## src/pkg/rxfc_pkg.sv

```systemverilog
// constants, field positions and types shared by the receive flow control block
package rxfc_pkg;

    localparam int unsigned RXFC_ADDR_W = 8;
    localparam int unsigned RXFC_DATA_W = 32;
    localparam int unsigned RXFC_LVL_W = 4;
    localparam int unsigned RXFC_FIFO_DEPTH = 8;

    localparam logic [7:0] RXFC_CMD_OFF = 8'h00;
    localparam logic [7:0] RXFC_MCO_OFF = 8'h04;
    localparam logic [7:0] RXFC_CO2_OFF = 8'h08;
    localparam logic [7:0] RXFC_CO3_OFF = 8'h0c;
    localparam logic [7:0] RXFC_CSR_OFF = 8'h10;
    localparam logic [7:0] RXFC_SCH_OFF = 8'h14;
    localparam logic [7:0] RXFC_CTL_OFF = 8'h18;

    localparam int unsigned RXFC_CMD_SEL_LSB = 0;
    localparam int unsigned RXFC_CMD_SEND_BIT = 5;
    localparam int unsigned RXFC_MCO_THR_LSB = 0;
    localparam int unsigned RXFC_MCO_AUTO_BIT = 7;
    localparam int unsigned RXFC_MCO_DTR_BIT = 8;
    localparam int unsigned RXFC_CO2_SET_READY_AUTO_ENABLE_BIT = 0;
    localparam int unsigned RXFC_CO3_SRV_LSB = 0;
    localparam int unsigned RXFC_CO3_PAUSE2_BIT = 6;
    localparam int unsigned RXFC_CO3_RESUME2_BIT = 7;
    localparam int unsigned RXFC_CSR_FLON_BIT = 0;
    localparam int unsigned RXFC_CSR_FLOFF_BIT = 1;
    localparam int unsigned RXFC_CSR_TXFL_BIT = 2;
    localparam int unsigned RXFC_CSR_EN_BIT = 3;
    localparam int unsigned RXFC_CTL_EN_BIT = 0;
    localparam int unsigned RXFC_CTL_RST_BIT = 1;

    localparam logic [7:0] RXFC_CMD_RST = 8'h00;
    localparam logic [8:0] RXFC_MCO_RST = 9'h000;
    localparam logic [7:0] RXFC_CO3_RST = 8'h01;
    localparam logic [31:0] RXFC_SCH_RST = 32'h00000000;
    localparam logic [1:0] RXFC_CTL_RST = 2'h0;

    localparam logic [2:0] RXFC_SEL_ONE = 3'h1;
    localparam logic [2:0] RXFC_SEL_TWO = 3'h2;
    localparam logic [2:0] RXFC_SEL_THREE = 3'h3;
    localparam logic [2:0] RXFC_SEL_FOUR = 3'h4;

    typedef enum logic [3:0] {
        RXFC_ST_IDLE = 4'b0001,
        RXFC_ST_BRK = 4'b0010,
        RXFC_ST_FIRST = 4'b0100,
        RXFC_ST_SECOND = 4'b1000
    } rxfc_state_e;

endpackage

```

## src/pkg/rxfc_sp_if.sv

```systemverilog
// link between register logic and the special character sequencer
`timescale 1ns/1ps
interface rxfc_sp_if;
    logic start;
    logic abort;
    logic [2:0] sel;
    logic two_xon;
    logic two_xoff;
    logic [31:0] chars;
    logic idle;
    logic xon_sent;
    logic xoff_sent;

    modport ctl (
        output start,
        output abort,
        output sel,
        output two_xon,
        output two_xoff,
        output chars,
        input idle,
        input xon_sent,
        input xoff_sent
    );

    modport seq (
        input start,
        input abort,
        input sel,
        input two_xon,
        input two_xoff,
        input chars,
        output idle,
        output xon_sent,
        output xoff_sent
    );
endinterface
```

## src/hw/rxfc_spch.sv

```systemverilog
// special character sequencer, single or two character, waits out a break
`timescale 1ns/1ps
module rxfc_spch
    import rxfc_pkg::*;
(
    input wire logic pclk,
    input wire logic presetn,
    rxfc_sp_if.seq sp,
    input wire logic tx_break,
    input wire logic sp_ready,
    output logic sp_valid,
    output logic [7:0] sp_char
);
    rxfc_state_e state_q, state_d;
    logic [7:0] c1_d, c2_d, c2_q, char_q;
    logic two_d, two_q, xon_d, xon_q, xoff_d, xoff_q;
    logic valid_q, xon_sent_q, xoff_sent_q;
    logic take, finish;

    // select byte for the lower command bits
    assign c1_d = (sp.sel == RXFC_SEL_ONE) ? sp.chars[7:0] :
                  (sp.sel == RXFC_SEL_TWO) ? sp.chars[15:8] :
                  (sp.sel == RXFC_SEL_THREE) ? sp.chars[23:16] : sp.chars[31:24];
    // one with three resumes, two with four pauses
    assign two_d = ((sp.sel == RXFC_SEL_ONE) && sp.two_xon) || ((sp.sel == RXFC_SEL_TWO) && sp.two_xoff);
    assign c2_d = (sp.sel == RXFC_SEL_ONE) ? sp.chars[23:16] : sp.chars[31:24];
    assign xon_d = (sp.sel == RXFC_SEL_ONE);
    assign xoff_d = (sp.sel == RXFC_SEL_TWO);
    assign take = valid_q && sp_ready;
    assign finish = take && ((state_q == RXFC_ST_SECOND) || !two_q);

    // no transmit enable or transmit flow state is consulted here
    always_comb begin
        state_d = state_q;
        case (state_q)
            RXFC_ST_IDLE: if (sp.start) state_d = RXFC_ST_BRK;
            RXFC_ST_BRK: if (!tx_break) state_d = RXFC_ST_FIRST;
            RXFC_ST_FIRST: if (take) state_d = two_q ? RXFC_ST_SECOND : RXFC_ST_IDLE;
            RXFC_ST_SECOND: if (take) state_d = RXFC_ST_IDLE;
            default: state_d = RXFC_ST_IDLE;
        endcase
        if (sp.abort) state_d = RXFC_ST_IDLE;
    end

    always_ff @(posedge pclk or negedge presetn) begin
        if (!presetn) begin
            state_q <= RXFC_ST_IDLE;
            char_q <= 8'h00;
            c2_q <= 8'h00;
            two_q <= 1'b0;
            xon_q <= 1'b0;
            xoff_q <= 1'b0;
        end else begin
            state_q <= state_d;
            if (state_q == RXFC_ST_IDLE && sp.start) begin
                char_q <= c1_d;
                c2_q <= c2_d;
                two_q <= two_d;
                xon_q <= xon_d;
                xoff_q <= xoff_d;
            end else if (state_q == RXFC_ST_FIRST && take) begin
                char_q <= c2_q;
            end
        end
    end

    // the character goes to the line ahead of queued data
    always_ff @(posedge pclk or negedge presetn) begin
        if (!presetn) begin
            valid_q <= 1'b0;
            xon_sent_q <= 1'b0;
            xoff_sent_q <= 1'b0;
        end else begin
            valid_q <= !sp.abort && (state_d == RXFC_ST_FIRST || state_d == RXFC_ST_SECOND);
            xon_sent_q <= !sp.abort && finish && xon_q;
            xoff_sent_q <= !sp.abort && finish && xoff_q;
        end
    end

    assign sp.idle = (state_q == RXFC_ST_IDLE);
    assign sp.xon_sent = xon_sent_q;
    assign sp.xoff_sent = xoff_sent_q;
    assign sp_valid = valid_q;
    assign sp_char = char_q;
endmodule

```

## src/hw/rxfc_sync.sv

```systemverilog
// two flop synchroniser, one per bit
`timescale 1ns/1ps
module rxfc_sync #(
    parameter int unsigned W = 1,
    parameter logic [W-1:0] INIT = '1
) (
    input wire logic pclk,
    input wire logic presetn,
    input wire logic [W-1:0] d,
    output logic [W-1:0] q
);
    genvar i;
    generate
        for (i = 0; i < W; i++) begin : g_bit
            logic meta_q;
            logic sync_q;
            always_ff @(posedge pclk or negedge presetn) begin
                if (!presetn) begin
                    meta_q <= INIT[i];
                    sync_q <= INIT[i];
                end else begin
                    meta_q <= d[i];
                    sync_q <= meta_q;
                end
            end
            assign q[i] = sync_q;
        end
    endgenerate
endmodule

```

## src/hw/rxfc_top.sv

```systemverilog
// receive flow control: threshold ready output, set ready gating, special characters
`timescale 1ns/1ps
// Notes on behaviour
// - negate ready output at fifo threshold
// - four bit threshold, one to eight, or off
// - auto mode negates ready when disabled or reset
// - manual mode leaves pin at host value
// - low threshold replaced by service threshold
// - discard receive data while set ready negated
// - keep receiving after sending flow off
// - low three command bits pick character
// - two character sequence for one or two
// - send ignores transmit enable and flow state
// - bypass transmit fifo, within two characters
// - wait for break end before sending
// - xoff sent clears on flag, sets off
// - xon sent clears off flag, sets on
// - received data clears flow on flag
// - fifo borne flow characters leave status alone
// - flag pair encodes last flow state
// - transmit flow status always readable
// - command register cleared on acceptance
// - pairs are one with three, two with four
module rxfc_top
    import rxfc_pkg::*;
#(
    parameter int unsigned FIFO_DEPTH = RXFC_FIFO_DEPTH
) (
    input wire logic pclk,
    input wire logic presetn,
    input wire logic psel,
    input wire logic penable,
    input wire logic pwrite,
    input wire logic [RXFC_ADDR_W-1:0] paddr,
    input wire logic [RXFC_DATA_W-1:0] pwdata,
    output logic [RXFC_DATA_W-1:0] prdata,
    output logic pready,
    output logic pslverr,
    input wire logic [RXFC_LVL_W-1:0] rx_fifo_level,
    input wire logic rx_char_valid,
    input wire logic tx_break,
    input wire logic tx_flow_off,
    input wire logic sp_ready,
    input wire logic dsr_n_pin,
    input wire logic rxd_pin,
    output logic dtr_n,
    output logic rx_data,
    output logic rx_enable,
    output logic sp_valid,
    output logic [7:0] sp_char
);
    generate
        if (FIFO_DEPTH != RXFC_FIFO_DEPTH) begin : g_bad_depth
            $error("threshold logic serves a receive fifo of eight only");
        end
    endgenerate

    rxfc_sp_if sp_link ();

    logic [7:0] cmd_q, cmd_d;
    logic [8:0] mco_q;
    logic co2_q;
    logic [7:0] co3_q;
    logic [31:0] sch_q;
    logic [1:0] ctl_q;
    logic flon_q, flon_d, floff_q, floff_d;
    logic dtr_n_q, dtr_n_d, rx_data_q;
    logic [RXFC_DATA_W-1:0] prdata_q;
    logic [RXFC_DATA_W-1:0] rdata;
    logic pready_q, pslverr_q;
    logic dsr_s, rxd_s;

    wire access = psel && penable;
    wire wr_fire = access && pwrite && pready_q;
    wire hit_cmd = (paddr == RXFC_CMD_OFF);
    wire hit_mco = (paddr == RXFC_MCO_OFF);
    wire hit_co2 = (paddr == RXFC_CO2_OFF);
    wire hit_co3 = (paddr == RXFC_CO3_OFF);
    wire hit_csr = (paddr == RXFC_CSR_OFF);
    wire hit_sch = (paddr == RXFC_SCH_OFF);
    wire hit_ctl = (paddr == RXFC_CTL_OFF);
    wire mapped = hit_cmd || hit_mco || hit_co2 || hit_co3 || hit_csr || hit_sch || hit_ctl;

    wire chan_en = ctl_q[RXFC_CTL_EN_BIT];
    wire chan_rst = ctl_q[RXFC_CTL_RST_BIT];
    wire auto_mode = mco_q[RXFC_MCO_AUTO_BIT];
    wire host_dtr = mco_q[RXFC_MCO_DTR_BIT];
    wire [3:0] dtr_thr = mco_q[RXFC_MCO_THR_LSB +: 4];
    wire [3:0] srv_thr = co3_q[RXFC_CO3_SRV_LSB +: 4];
    wire dsr_auto = co2_q;

    // synchronise the pins before anything reads them
    rxfc_sync #(
        .W(2),
        .INIT(2'h3)
    ) u_pin_sync (
        .pclk(pclk),
        .presetn(presetn),
        .d({dsr_n_pin, rxd_pin}),
        .q({dsr_s, rxd_s})
    );

    // register read mux
    always_comb begin
        rdata = '0;
        if (hit_cmd) begin
            rdata[7:0] = cmd_q;
        end else if (hit_mco) begin
            rdata[8:0] = mco_q;
        end else if (hit_co2) begin
            rdata[RXFC_CO2_SET_READY_AUTO_ENABLE_BIT] = co2_q;
        end else if (hit_co3) begin
            rdata[7:0] = co3_q;
        end else if (hit_csr) begin
            rdata[RXFC_CSR_FLON_BIT] = flon_q;
            rdata[RXFC_CSR_FLOFF_BIT] = floff_q;
            rdata[RXFC_CSR_TXFL_BIT] = tx_flow_off;
            rdata[RXFC_CSR_EN_BIT] = chan_en;
        end else if (hit_sch) begin
            rdata = sch_q;
        end else if (hit_ctl) begin
            rdata[1:0] = ctl_q;
        end
    end

    // one wait state on every access, error for unmapped addresses
    always_ff @(posedge pclk or negedge presetn) begin
        if (!presetn) begin
            pready_q <= 1'b0;
            pslverr_q <= 1'b0;
            prdata_q <= '0;
        end else begin
            pready_q <= access && !pready_q;
            pslverr_q <= access && !pready_q && !mapped;
            if (access && !pready_q && !pwrite) begin
                prdata_q <= rdata;
            end
        end
    end

    // option and control registers
    always_ff @(posedge pclk or negedge presetn) begin
        if (!presetn) begin
            mco_q <= RXFC_MCO_RST;
            co2_q <= 1'b0;
            co3_q <= RXFC_CO3_RST;
            sch_q <= RXFC_SCH_RST;
            ctl_q <= RXFC_CTL_RST;
        end else if (wr_fire) begin
            if (hit_mco) begin
                mco_q <= pwdata[8:0];
            end else if (hit_co2) begin
                co2_q <= pwdata[RXFC_CO2_SET_READY_AUTO_ENABLE_BIT];
            end else if (hit_co3) begin
                co3_q <= pwdata[7:0];
            end else if (hit_sch) begin
                sch_q <= pwdata;
            end else if (hit_ctl) begin
                ctl_q <= pwdata[1:0];
            end
        end
    end

    // command register: accepted when the sequencer is idle, then cleared
    wire cmd_take = (cmd_q != 8'h00) && sp_link.idle && !chan_rst;
    wire [2:0] cmd_sel = cmd_q[RXFC_CMD_SEL_LSB +: 3];
    wire sel_ok = (cmd_sel >= RXFC_SEL_ONE) && (cmd_sel <= RXFC_SEL_FOUR);
    // a write while still non-zero is dropped
    wire cmd_wr = wr_fire && hit_cmd && (cmd_q == 8'h00);
    assign cmd_d = chan_rst ? RXFC_CMD_RST : cmd_take ? RXFC_CMD_RST : cmd_wr ? pwdata[7:0] : cmd_q;

    always_ff @(posedge pclk or negedge presetn) begin
        if (!presetn) begin
            cmd_q <= RXFC_CMD_RST;
        end else begin
            cmd_q <= cmd_d;
        end
    end

    assign sp_link.start = cmd_take && cmd_q[RXFC_CMD_SEND_BIT] && sel_ok;
    assign sp_link.abort = chan_rst;
    assign sp_link.sel = cmd_sel;
    assign sp_link.two_xon = co3_q[RXFC_CO3_RESUME2_BIT];
    assign sp_link.two_xoff = co3_q[RXFC_CO3_PAUSE2_BIT];
    assign sp_link.chars = sch_q;

    rxfc_spch u_spch (
        .pclk(pclk),
        .presetn(presetn),
        .sp(sp_link.seq),
        .tx_break(tx_break),
        .sp_ready(sp_ready),
        .sp_valid(sp_valid),
        .sp_char(sp_char)
    );

    // flow flags change only on sequencer events, received data and channel reset
    // a flag set wins over a clear by received data in the same cycle; channel reset wins over a set
    assign flon_d = chan_rst ? 1'b0 : sp_link.xon_sent ? 1'b1 : sp_link.xoff_sent ? 1'b0 :
                    rx_char_valid ? 1'b0 : flon_q;
    assign floff_d = chan_rst ? 1'b0 : sp_link.xoff_sent ? 1'b1 : sp_link.xon_sent ? 1'b0 : floff_q;

    always_ff @(posedge pclk or negedge presetn) begin
        if (!presetn) begin
            flon_q <= 1'b0;
            floff_q <= 1'b0;
        end else begin
            flon_q <= flon_d;
            floff_q <= floff_d;
        end
    end

    // ready output threshold: the service threshold is the floor
    wire thr_on = (dtr_thr != 4'h0) && (dtr_thr <= 4'(FIFO_DEPTH));
    wire [3:0] thr_act = (dtr_thr < srv_thr) ? srv_thr : dtr_thr;
    wire thr_hit = thr_on && (rx_fifo_level >= thr_act);
    wire auto_neg = !chan_en || chan_rst || thr_hit;
    assign dtr_n_d = auto_mode ? auto_neg : !host_dtr;

    always_ff @(posedge pclk or negedge presetn) begin
        if (!presetn) begin
            dtr_n_q <= 1'b1;
            rx_data_q <= 1'b1;
        end else begin
            dtr_n_q <= dtr_n_d;
            // mark idle replaces line data while set ready is negated
            // flow flags never gate the receive path
            rx_data_q <= (dsr_auto && dsr_s) ? 1'b1 : rxd_s;
        end
    end

    assign prdata = prdata_q;
    assign pready = pready_q;
    assign pslverr = pslverr_q;
    assign dtr_n = dtr_n_q;
    assign rx_data = rx_data_q;
    assign rx_enable = chan_en;
endmodule

```

## config.mk

```make
export PLATFORM = sky130hd
export DESIGN_NAME = rxfc_top
export DESIGN_NICKNAME = d
export VERILOG_FILES = /design/src/pkg/rxfc_pkg.sv /design/src/pkg/rxfc_sp_if.sv /design/src/hw/rxfc_spch.sv /design/src/hw/rxfc_sync.sv /design/src/hw/rxfc_top.sv
export SDC_FILE = /design/constraint.sdc
export NUM_CORES = 1
export LEC_CHECK = 0
export ABC_AREA = 1
export BUFFER_PORTS_ARGS = -buffer_cell sky130_fd_sc_hd__buf_2
export CAP_MARGIN = 20
export CORE_MARGIN = 10
export CORE_UTILIZATION = 50
export DETAILED_ROUTE_END_ITERATION = 12
export PLACE_DENSITY = 0.72
export SYNTH_ARGS = -nofsm -noshare
export SYNTH_HDL_FRONTEND = slang
export SYNTH_HIERARCHICAL = 1
export SYNTH_SLANG_ARGS = --single-unit
export TNS_END_PERCENT = 10
```

## constraint.sdc

```tcl
create_clock -name pclk -period 2.9 [get_ports pclk]
set_clock_uncertainty 0.1 [all_clocks]
set_input_delay 0.145 -clock pclk [delete_from_list [all_inputs] [get_ports pclk]]
set_output_delay 0.145 -clock pclk [all_outputs]
set_load 0.05 [all_outputs]
```

Word level (Yosys, flattened, before mapping)

Index checks and enable logic that the tools add are counted.

Flip-flop bits (word level): 128
Bits of input ports: 55
Output and inout port bits: 46
Logic and storage cells: 155

$lt $le $gt $ge: 5
Equality and inequality tests: 15
Muxes and demuxes: 48
Bitwise operators: 4
Reduce and logical (&&, ||, !) cells: 57

Operator list:

| cell                                                                   | number |
|---|---|
| 30-bit 2-to-1 mux                                                      | 6 |
| 28-bit 2-to-1 mux                                                      | 5 |
| 8-bit 2-to-1 mux                                                       | 11 |
| 24-bit 2-to-1 mux                                                      | 2 |
| 4-bit 2-to-1 mux                                                       | 8 |
| 31-bit 2-to-1 mux                                                      | 1 |
| 1-bit logical AND                                                      | 26 |
| 8-bit by 5-bit equality test with 1-bit output (second input constant) | 3 |
| 23-bit 2-to-1 mux                                                      | 1 |
| 8-bit by 4-bit equality test with 1-bit output (second input constant) | 2 |
| 8-bit zero test                                                        | 2 |
| 4-bit one-hot mux with 4 select lines                                  | 1 |
| 1-bit logical OR                                                       | 11 |
| 1-bit 2-to-1 mux                                                       | 10 |
| 9-bit 2-to-1 mux                                                       | 1 |
| 4-bit by 3-bit equality test with 1-bit output (second input constant) | 2 |
| 4-bit equality test (second input constant)                            | 2 |
| 8-bit by 3-bit equality test with 1-bit output (second input constant) | 1 |
| 4-bit nonzero test                                                     | 2 |
| 8-bit nonzero test                                                     | 1 |
| 1-bit zero test                                                        | 7 |
| 3-bit by 2-bit equality test with 1-bit output (second input constant) | 2 |
| 6-bit AND reduction                                                    | 1 |
| 3-bit nonzero test                                                     | 2 |
| 15 further kinds                                                       | 19 |

Depth between registers and ports, before layout

Gate-level depths: netlist of the first run.

Word-level depth: 16
Mapped depth: 15
Gate-level depth less buffers: 15

Cells and area by module

The synthesis of the first run kept the hierarchy.

Modules (own cells, without submodules):

| module    | instances | cells an instance | area each (um^2) | sequential area each (um^2) |
|---|---|---|---|---|
| rxfc_top  | 1         | 550               | 4,680.7          | 2,456.1 |
| rxfc_spch | 1         | 211               | 1,577.8          | 651.9 |
| rxfc_sync | 1         | 6                 | 120.1            | 105.1 |

Worst setup path before layout of the first run

OpenSTA, ideal clock, no wires.

Kind: reg-to-reg
Start: register mco_q[1]
End: register dtr_n_q (netlist: dtr_n)
Library setup time: 0.078 ns
Data arrival time: 1.901 ns
Data required time: 2.722 ns
Setup slack: 0.820 ns
Stages on the path, launching flop included: 14
Buffers on the path: 0
Period minus slack after synthesis: 2.080 ns
Cells stage by stage: dfrtp_1 -> ha_1 -> o21ai_0 -> nand2_1 -> a21oi_1 -> o21bai_1 -> o21ai_0 -> ha_1 -> inv_1 -> o21bai_1 -> nand3_1 -> nand3_1 -> nand2_1 -> a31oi_1

Longest elaborated chain between the ends: 6
Elaborated cells on any way between the ends: 9
Those cells by class: 3 x order compare; 2 x mux; 4 x reduce/logical

RTL lines:

| item                              | line            | text |
|---|---|---|
| from (decl)                       | rxfc_top.sv:61  | `logic [8:0] mco_q;` |
| from (signal assigned)            | rxfc_top.sv:151 | `mco_q <= pwdata[8:0];` |
| 4-bit less-than comparator        | rxfc_top.sv:215 | `wire [3:0] thr_act = (dtr_thr < srv_thr) ? srv_thr : dtr_thr;` |
| 4-bit 2-to-1 mux                  | rxfc_top.sv:215 |  |
| 4-bit greater-or-equal comparator | rxfc_top.sv:216 | `wire thr_hit = thr_on && (rx_fifo_level >= thr_act);` |
| 1-bit logical AND (*)             | rxfc_top.sv:216 |  |
| 1-bit logical OR (*)              | rxfc_top.sv:217 | `wire auto_neg = !chan_en \|\| chan_rst \|\| thr_hit;` |
| 1-bit 2-to-1 mux (*)              | rxfc_top.sv:218 | `assign dtr_n_d = auto_mode ? auto_neg : !host_dtr;` |
| named net dtr_n_d                 | rxfc_top.sv:67  | `logic dtr_n_q, dtr_n_d, rx_data_q;` |
| to (signal assigned)              | rxfc_top.sv:225 | `dtr_n_q <= dtr_n_d;` |
| to (decl)                         | rxfc_top.sv:67  |  |

The timed path passes the listed nets; every way through them passes the cells marked *.
A chain may end at the register's enable or synchronous reset.

Worst setup path after layout of the first run

Start: input penable
End: register prdata_q[2] (netlist: prdata[2])

Longest elaborated chain between the ends: 3

RTL lines:

| item                           | line            | text |
|---|---|---|
| from (decl)                    | rxfc_top.sv:32  | `input wire logic penable,` |
| 1-bit logical AND              | rxfc_top.sv:73  | `wire access = psel && penable;` |
| 1-bit logical AND (2 in a row) | rxfc_top.sv:135 | `if (access && !pready_q && !pwrite) begin` |
| to (signal assigned)           | rxfc_top.sv:136 | `prdata_q <= rdata;` |
| to (decl)                      | rxfc_top.sv:68  | `logic [RXFC_DATA_W-1:0] prdata_q;` |

No other way between the ends.

==> results.md, run 1 <==
- Outcome: completed
- WP data required: 3.16 ns
- Crit. End Element: register
- Metal-1 WL: 7810 microns
- Mapped cell area: 0.00638 sq mm
- Final ANT Viol Nets: 0
- Routed wl met2: 8090 microns
- Worst VDD drop: 0.406 mV
- Hold WC Path Type: input pin to register
- Util after Layout: 0.628
- Cell Rows: 41
- CTS max path bufs: 2
- CTS buffer count: 17
- Crit-path cells: dlygate4sd3_1, buf_2, nand2_1, dlygate4sd3_1, nor2_2, inv_2, nor2_4, buf_4, nand2_1, o21ai_1, o21ai_0, nand2_1
- Fin crit period: 2.28 ns
- Register-to-Register Path Depth: 14
- Uppermost layer routed: met4
- Post-synth top area share: 0.471
- CP delay by family, top: buffers and inverters
- Post-synth EDFFs: 0
- Yosys top cell by area: dfrtp_1
- Area Growth Syn to Fin: 23.8%
- Number of fill cells: 1066
- Critical R2R Launch: co3_q[1]
- Root buf cell: clkbuf_16
- # Post-CTS Setup Buffers: 0
- Pin count of the biggest net entering global routing: 52
- Overflow after GRT: 0
- Global-route wire length before repair: 28100 microns
- Final Cycle Share: 0.787
- DP Worst Slack: 0.645 ns
- Synth area leaders: dfrtp_1 47%, nand2_1 15%, nand3_1 5.8%, nor2_1 3.5%, dfstp_2 3.3%
- Gpl congestion: 0.934
- Die height: 133 microns
- Critical Path Start: penable
- Commonest cells post-synth: 253 x nand2_1, 120 x dfrtp_1, 74 x nand3_1
- Number of library cell types mapped by synthesis: 39
- Worst skew pair latency: 0.42 ns
- Core Region: 0.0126 sq mm
- Max Cap Viol: 0
- Post-synth ARST share: 1.00
- Initial core utilization: 0.508
- Synth Instances: 767
- Syn Nets: 830
- Data arrival, critical path: 2.55 ns
- Final Slew Violations: 0
- Hpwl dp: 12300 microns
- Die footprint: 0.0177 sq mm
- CTS tree: done
- Vias: 5595
- CP peak stage delay: 0.56 ns
- H-tree depth: 4
- Reg clk slew, reported paths: 0.06 ns
- Fmax: 438 MHz
- Leakage power total: 4.15 nW
- Reg2reg end: dtr_n
- DRC Markers: 0
- Final Cell Area: 0.00790 sq mm
- Worst Tran Pin Value: 0.720 ns
- Sequential share of the synthesized area: 0.504
- Synth Flop Type: dfrtp_1
- I/O pins: 101
- Synth warn: 6
- CP Class: input pin to register
- Crit path buffers/inverters: 5
- Fin. Hold Viols: 0
- Placed cell area: 0.00693 sq mm
- Critical Path Most Common Cell: nand2_1
- Final net count: 968
- Initial drt markers: 546
- Max-slew headroom: 0.519
- Hold buffers post-CTS: 39
- Final worst slack: 0.618 ns
- CTS Sinks: 128
- Average cell area after synthesis: 8.32 sq um
- Initial antenna violation count: 1
- Buffers on Ports: 100
- Share of post-route cells with drive strength above 1: 0.225
- Wirelength per Cell: 15.9 microns
- Slowest-stage cell, CP: dlygate4sd3_1
- Reg2Reg Setup Slack: 0.63 ns
- Post_cts resized: 0
- Cell count along the critical path: 12
- Top-count cell post-synth: nand2_1
- Power Density: 520 mW/mm^2
- Destination of the critical timing path: prdata[2]
- Final wirelength: 17300 microns
- Largest fanout on the critical path: 25
- Synthesized flop and latch total: 128
- Final setup fails: 0
- Unrepaired setup endpoints after global routing: false
- Final setup TNS: 0 ns
- TritonRoute pass-1 iters: 5
- Vias in the first global route: 5414
- GR Util All Layers: 0.197
- Met3 wire length: 1130 microns
- Die width: 133 microns
- Startpoint Class: input pin
- Vias/cell: 5.13
[report_power, final]
group	internal [W]	switching, W
Combinational	0.0000831	0.000123
Clock	0.00128	0.000814
Sequential	0.00180	0.00000603
[per-layer routing]
| layer | up-vias | GRT usage |
|---|---|---|
| met5 | - | 0 |
| met4 | 0 | 0.0703 |
| met3 | 23 | 0.0526 |
| met2 | 181 | 0.306 |
| met1 | 2633 | 0.259 |
| li1 | 2758 | - |
[how the worst min path moves through the flow]
stage                     start    endpoint  cells past startpoint
global route        tx_flow_off   prdata[2]                      5
CTS                 tx_flow_off   prdata[2]                      5
global placement        presetn  prdata[24]                      1
floorplan               presetn    cmd_q[0]                      0
finish              tx_flow_off   prdata[2]                      5
detailed placement      presetn  prdata[24]                      1
[registers in the layout, summed over array words and instances, names as in the netlist, 2 cells and up]
name                     flops
cmd_q                        8
co3_q                        8
ctl_q                        2
mco_q                        9
prdata                      32
sch_q                       32
u_pin_sync/g_bit.meta_q      2
u_pin_sync/g_bit.sync_q      2
u_spch/c2_q                  8
u_spch/sp_char               8
u_spch/state_q               4
[kinds of logic after synthesis]
| family | Yosys count | synth area share |
|---|---|---|
| AND/OR/NAND/NOR | 427 | 0.301 |
| flip-flops | 128 | 0.504 |
| AO/OA/AOI/OAI | 109 | 0.103 |
| buffers and inverters | 94 | 0.0755 |
| adder cells (fa/ha/maj) | 8 | 0.0157 |
| XOR/XNOR | 1 | 0.00137 |
[per-stage QoR]
stage | std cells | hold slack (ns) | power [W]
floorplan | 767 | -0.251 | 0.00190
global placement | 1019 | 0.101 | 0.00200
detailed placement | 1019 | 0.105 | 0.00200
CTS | 1090 | 0.0433 | 0.00413
global route | 1091 | 0.0914 | 0.00424
finish | 1091 | 0.0647 | 0.00411
[layout make-up]
type / count / area (sq um) / share of cell area
Antenna cell: 1 / 2.50 / 0.000317
Clock buffer: 19 / 443 / 0.0561
Clock inverter: 13 / 138 / 0.0174
Inverter: 66 / 250 / 0.0317
Multi-Input combinational cell: 545 / 2680 / 0.340
Sequential cell: 128 / 3210 / 0.407
Tap cell: 172 / 215 / 0.0272
Timing Repair Buffer: 147 / 953 / 0.121
[cell usage in the layout (no fill, tap or decap), types with 2 or more instances in the layout]
| cell type | netlist | layout |
|---|---|---|
| a21oi_1 | 10 | 10 |
| nand4_2 | 2 | 2 |
| nor2_2 | 5 | 5 |
| nand2_2 | 3 | 3 |
| clkbuf_16 | 0 | 17 |
| dlygate4sd3_1 | 0 | 39 |
| inv_6 | 0 | 2 |
| clkinv_2 | 0 | 3 |
| nor2_1 | 59 | 59 |
| o22ai_1 | 2 | 2 |
| nor2_4 | 7 | 7 |
| buf_2 | 5 | 99 |
| o21ai_1 | 36 | 36 |
| nand3_2 | 4 | 4 |
| dfstp_2 | 8 | 8 |
| o21bai_1 | 3 | 3 |
| bufinv_16 | 0 | 2 |
| nand4_1 | 6 | 6 |
| inv_1 | 54 | 54 |
| o21ai_2 | 6 | 6 |
| inv_2 | 11 | 11 |
| nor4_1 | 2 | 2 |
| ha_1 | 8 | 8 |
| nand2_4 | 4 | 4 |
| a21oi_2 | 13 | 13 |
| nand3b_1 | 5 | 5 |
| o21ai_0 | 29 | 29 |
| nand2_1 | 253 | 253 |
| a21o_1 | 2 | 2 |
| buf_4 | 4 | 9 |
| dfrtp_1 | 120 | 120 |
| o31ai_1 | 4 | 4 |
| clkinvlp_4 | 0 | 6 |
| nand3_1 | 74 | 74 |
[worst register-to-register path: cells and delay by family, from the launching register on]
family	cells	cell delay, ns
buffers and inverters	2	0.11
AO/OA/AOI/OAI	6	0.80
flip-flops	1	0.36
adder cells (fa/ha/maj)	2	0.57
AND/OR/NAND/NOR	4	0.27
(Power assumes the default switching activity.)
==> run 2: changes to the inputs <==
--- a/config.mk
+++ b/config.mk
@@ -5,7 +5,7 @@
 export SDC_FILE = /design/constraint.sdc
 export NUM_CORES = 1
 export LEC_CHECK = 0
-export ABC_AREA = 1
+export ABC_AREA = 0
 export BUFFER_PORTS_ARGS = -buffer_cell sky130_fd_sc_hd__buf_2
 export CAP_MARGIN = 20
 export CORE_MARGIN = 10
==> constraint.sdc (replaced) <==
create_clock -name pclk -period 2.2 [get_ports pclk]
set_clock_uncertainty 0.1 [all_clocks]
set_input_delay 0.11 -clock pclk [delete_from_list [all_inputs] [get_ports pclk]]
set_output_delay 0.11 -clock pclk [all_outputs]
set_load 0.05 [all_outputs]
==> run 2 against run 1 <==
Against the previous run:
- die area fell by 1.9%
- combinational power up 47%
- cell area up 3.5%
- total power rose by 38%
- count of clock-buffer cells in the layout is 3 higher
- synthesized area down 2.2%
- routed wire length grew 0.14%
- global-route usage decreased by 0.092 points
- critical endpoint is now dtr_n
==> results.md, run 2 <==
- Area of the multi-input gates: 0.00281 sq mm
- Share of post-route cells with drive strength above 1: 0.401
- Synth Flop Type: dfrtp_1
- Hold slack: 0.0188 ns
- Largest fanout on the critical path: 2
- Hold WC Path Type: input pin to register
- Worst skew pair latency: 0.41 ns
- CTS buffer count: 17
- Overflow after GRT: 0
- Buffers on Ports: 100
- Max-slew headroom: 0.584
- TritonRoute pass-1 iters: 4
- Initial drt markers: 401
- Synthesized flop and latch total: 128
- Synth area leaders: dfrtp_1 48%, mux2_4 9.1%, mux2_2 6.5%, a22o_1 4.5%, dfstp_2 3.4%
- Unrepaired setup endpoints after global routing: true
- Outcome: completed
- Worst Tran Pin Value: 0.619 ns
- Post-synth ARST share: 1.00
- Average cell area after synthesis: 12.3 sq um
- Root buf cell: clkbuf_16
- I/O pins: 101
- Final net count: 729
- Mapped cell area: 0.00624 sq mm
- Core Region: 0.0121 sq mm
- GR Util All Layers: 0.196
- CTS max path bufs: 2
- WP data required: 2.44 ns
- Final Cycle Share: 0.994
- H-tree depth: 4
- Slowest-stage cell, CP: dfrtp_1
- CP Class: register to register
- Global-route wire length before repair: 27700 microns
- Share of power burned in combinational logic: 0.053
- Crit-path cells: inv_2, ha_4, inv_4, a21oi_2, o21ai_2, mux2_4, ha_4, nand2b_4, a211oi_2, o21ai_1, o221a_2
- Commonest non-fill, non-tap cell in the layout: dfrtp_1
- Post-synth top area share: 0.482
- Number of fill cells: 885
- Die footprint: 0.0173 sq mm
- Sequential share of the synthesized area: 0.515
- Final worst slack: 0.0123 ns
- Gpl congestion: 0.879
- Critical Path Most Common Cell: ha_4
- Synth warn: 6
- Data arrival, critical path: 2.43 ns
- Worst VDD drop: 0.441 mV
- Util after Layout: 0.675
- Die height: 132 microns
- Final setup TNS: 0 ns
- Max Cap Viol: 0
- Reg2Reg Setup Slack: 0.01 ns
- CTS Sinks: 128
- Initial core utilization: 0.515
- Sequential cell area: 0.00321 sq mm
- Cell Rows: 40
- DP Worst Slack: -0.0148 ns
- Vias: 4833
- Switching share of power: 0.207
- Sequential share of power: 0.418
- Final setup fails: 0
- Fin. Hold Viols: 0
- Net Sw Power: 0.00118 W
- Crit. End Element: register
- Wirelength per Cell: 20.4 microns
- Power Density: 696 mW/mm^2
- Syn Nets: 569
- Post-synth EDFFs: 0
- Top-count cell post-synth: dfrtp_1
- Die width: 132 microns
- Area Growth Syn to Fin: 31.1%
- Initial antenna violation count: 1
- Final Slew Violations: 0
- Final non-filler cell total: 848
- Startpoint Class: register
- Commonest non-fill, non-tap cells in the layout: 119 x dfrtp_1, 99 x buf_2, 42 x dlygate4sd3_1
- Power share of the clock group: 0.528
- CTS tree: done
- Synth Instances: 506
- Number of library cell types mapped by synthesis: 60
- Commonest cells post-synth: 120 x dfrtp_1, 38 x mux2_4, 36 x mux2_2
- Int Pwr: 0.00451 W
- Vias/cell: 5.70
- CP peak stage delay: 0.36 ns
- Placed cells: 772
- Hpwl dp: 11600 microns
- Yosys top cell by area: dfrtp_1
- Leakage power total: 4.06 nW
- Pin count of the biggest net entering global routing: 61
- Reg clk slew, reported paths: 0.05 ns
- Fin crit period: 2.19 ns
- Fmax: 457 MHz
- Final wirelength: 17300 microns
- Final ANT Viol Nets: 0
- Vias in the first global route: 5063
- DRC Markers: 0
## run 2: cell types whose count changed after synthesis, sizes merged, moves of 15 or more
cell	previous run	this run
nand2	261	30
a22o	0	32
o21ai	71	24
nand3	78	4
mux2i	0	15
nor2	72	18
inv	66	18
mux2	0	75
## run 2: final cells by class
| cell class | count | share of cell area |
|---|---|---|
| well taps | 168 | 0.0257 |
| flip-flops and latches | 128 | 0.393 |
| diodes | 1 | 0.000306 |
| repair buffers | 174 | 0.150 |
| inverters | 19 | 0.00903 |
| clock inverters | 10 | 0.0191 |
| multi-input cells | 326 | 0.343 |
| clock buffers | 22 | 0.0592 |
## run 2: critical path, delay by kind of cell (launching register included)
family          cells  cell delay [ns]
mux                 1             0.32
flops               1             0.36
simple gates        1             0.13
buf+inv             2             0.10
compound gates      5             0.64
fa+ha+maj           2             0.48
## run 2: worst paths after layout
| check | start | to | depth (start not counted) |
|---|---|---|---|
| max | co3_q[3] | dtr_n | 11 |
| min | sp_ready | u_spch/sp.xon_sent | 4 |
| max reg2reg | co3_q[3] | dtr_n | 11 |
| min reg2reg | u_pin_sync/g_bit[1].meta_q | u_pin_sync/g_bit[1].sync_q | 0 |
| max in group asynchronous | presetn | u_spch/state_q[0] | 3 |
| min in group asynchronous | presetn | mco_q[3] | 2 |
## run 2: logic make-up after synthesis
group,synth area share
AO/OA/AOI/OAI,0.146
XOR/XNOR,0.00421
adder cells (fa/ha/maj),0.0161
buffers and inverters,0.0459
flip-flops,0.515
multiplexers,0.182
AND/OR/NAND/NOR,0.0905
## run 2: routing by layer
metal  global-route usage  vias up  part of all wire  wire length [microns]
li1                     -     2186                 -                      -
met1                0.253     2432              0.44                   7610
met2                0.312      187              0.49                   8470
met3               0.0454       28             0.054                    942
met4               0.0754        0             0.018                    315
met5                    0        -                 0                      0
## run 2: metrics by stage
stage	total power [W]	cell area (sq um)
2_1_floorplan	0.00251	6270
3_3_place_gp	0.00266	7070
3_5_place_dp	0.00266	7070
4_1_cts	0.00572	8130
5_1_grt	0.00586	8170
6_report	0.00569	8170
## run 2: repair_timing
action | in CTS | in global routing
pin swaps | 1 | 5
endpoints found under the hold margin | 195 | 0
resized for setup | 1 | 9
setup buffers | 0 | 1
cloned | 0 | 0
hold buffers | 42 | 0
setup endpoints to repair | 1 | 13
## run 2: power groups by stage
| stage | clock network, W | registers (W) | logic, W |
|---|---|---|---|
| 2_1_floorplan | 0 | 0.00243 | 0.0000796 |
| 5_1_grt | 0.00315 | 0.00238 | 0.000333 |
| 3_3_place_gp | 0 | 0.00242 | 0.000236 |
| 4_1_cts | 0.00304 | 0.00238 | 0.000302 |
| 6_report | 0.00301 | 0.00238 | 0.000304 |
| 3_5_place_dp | 0 | 0.00242 | 0.000242 |
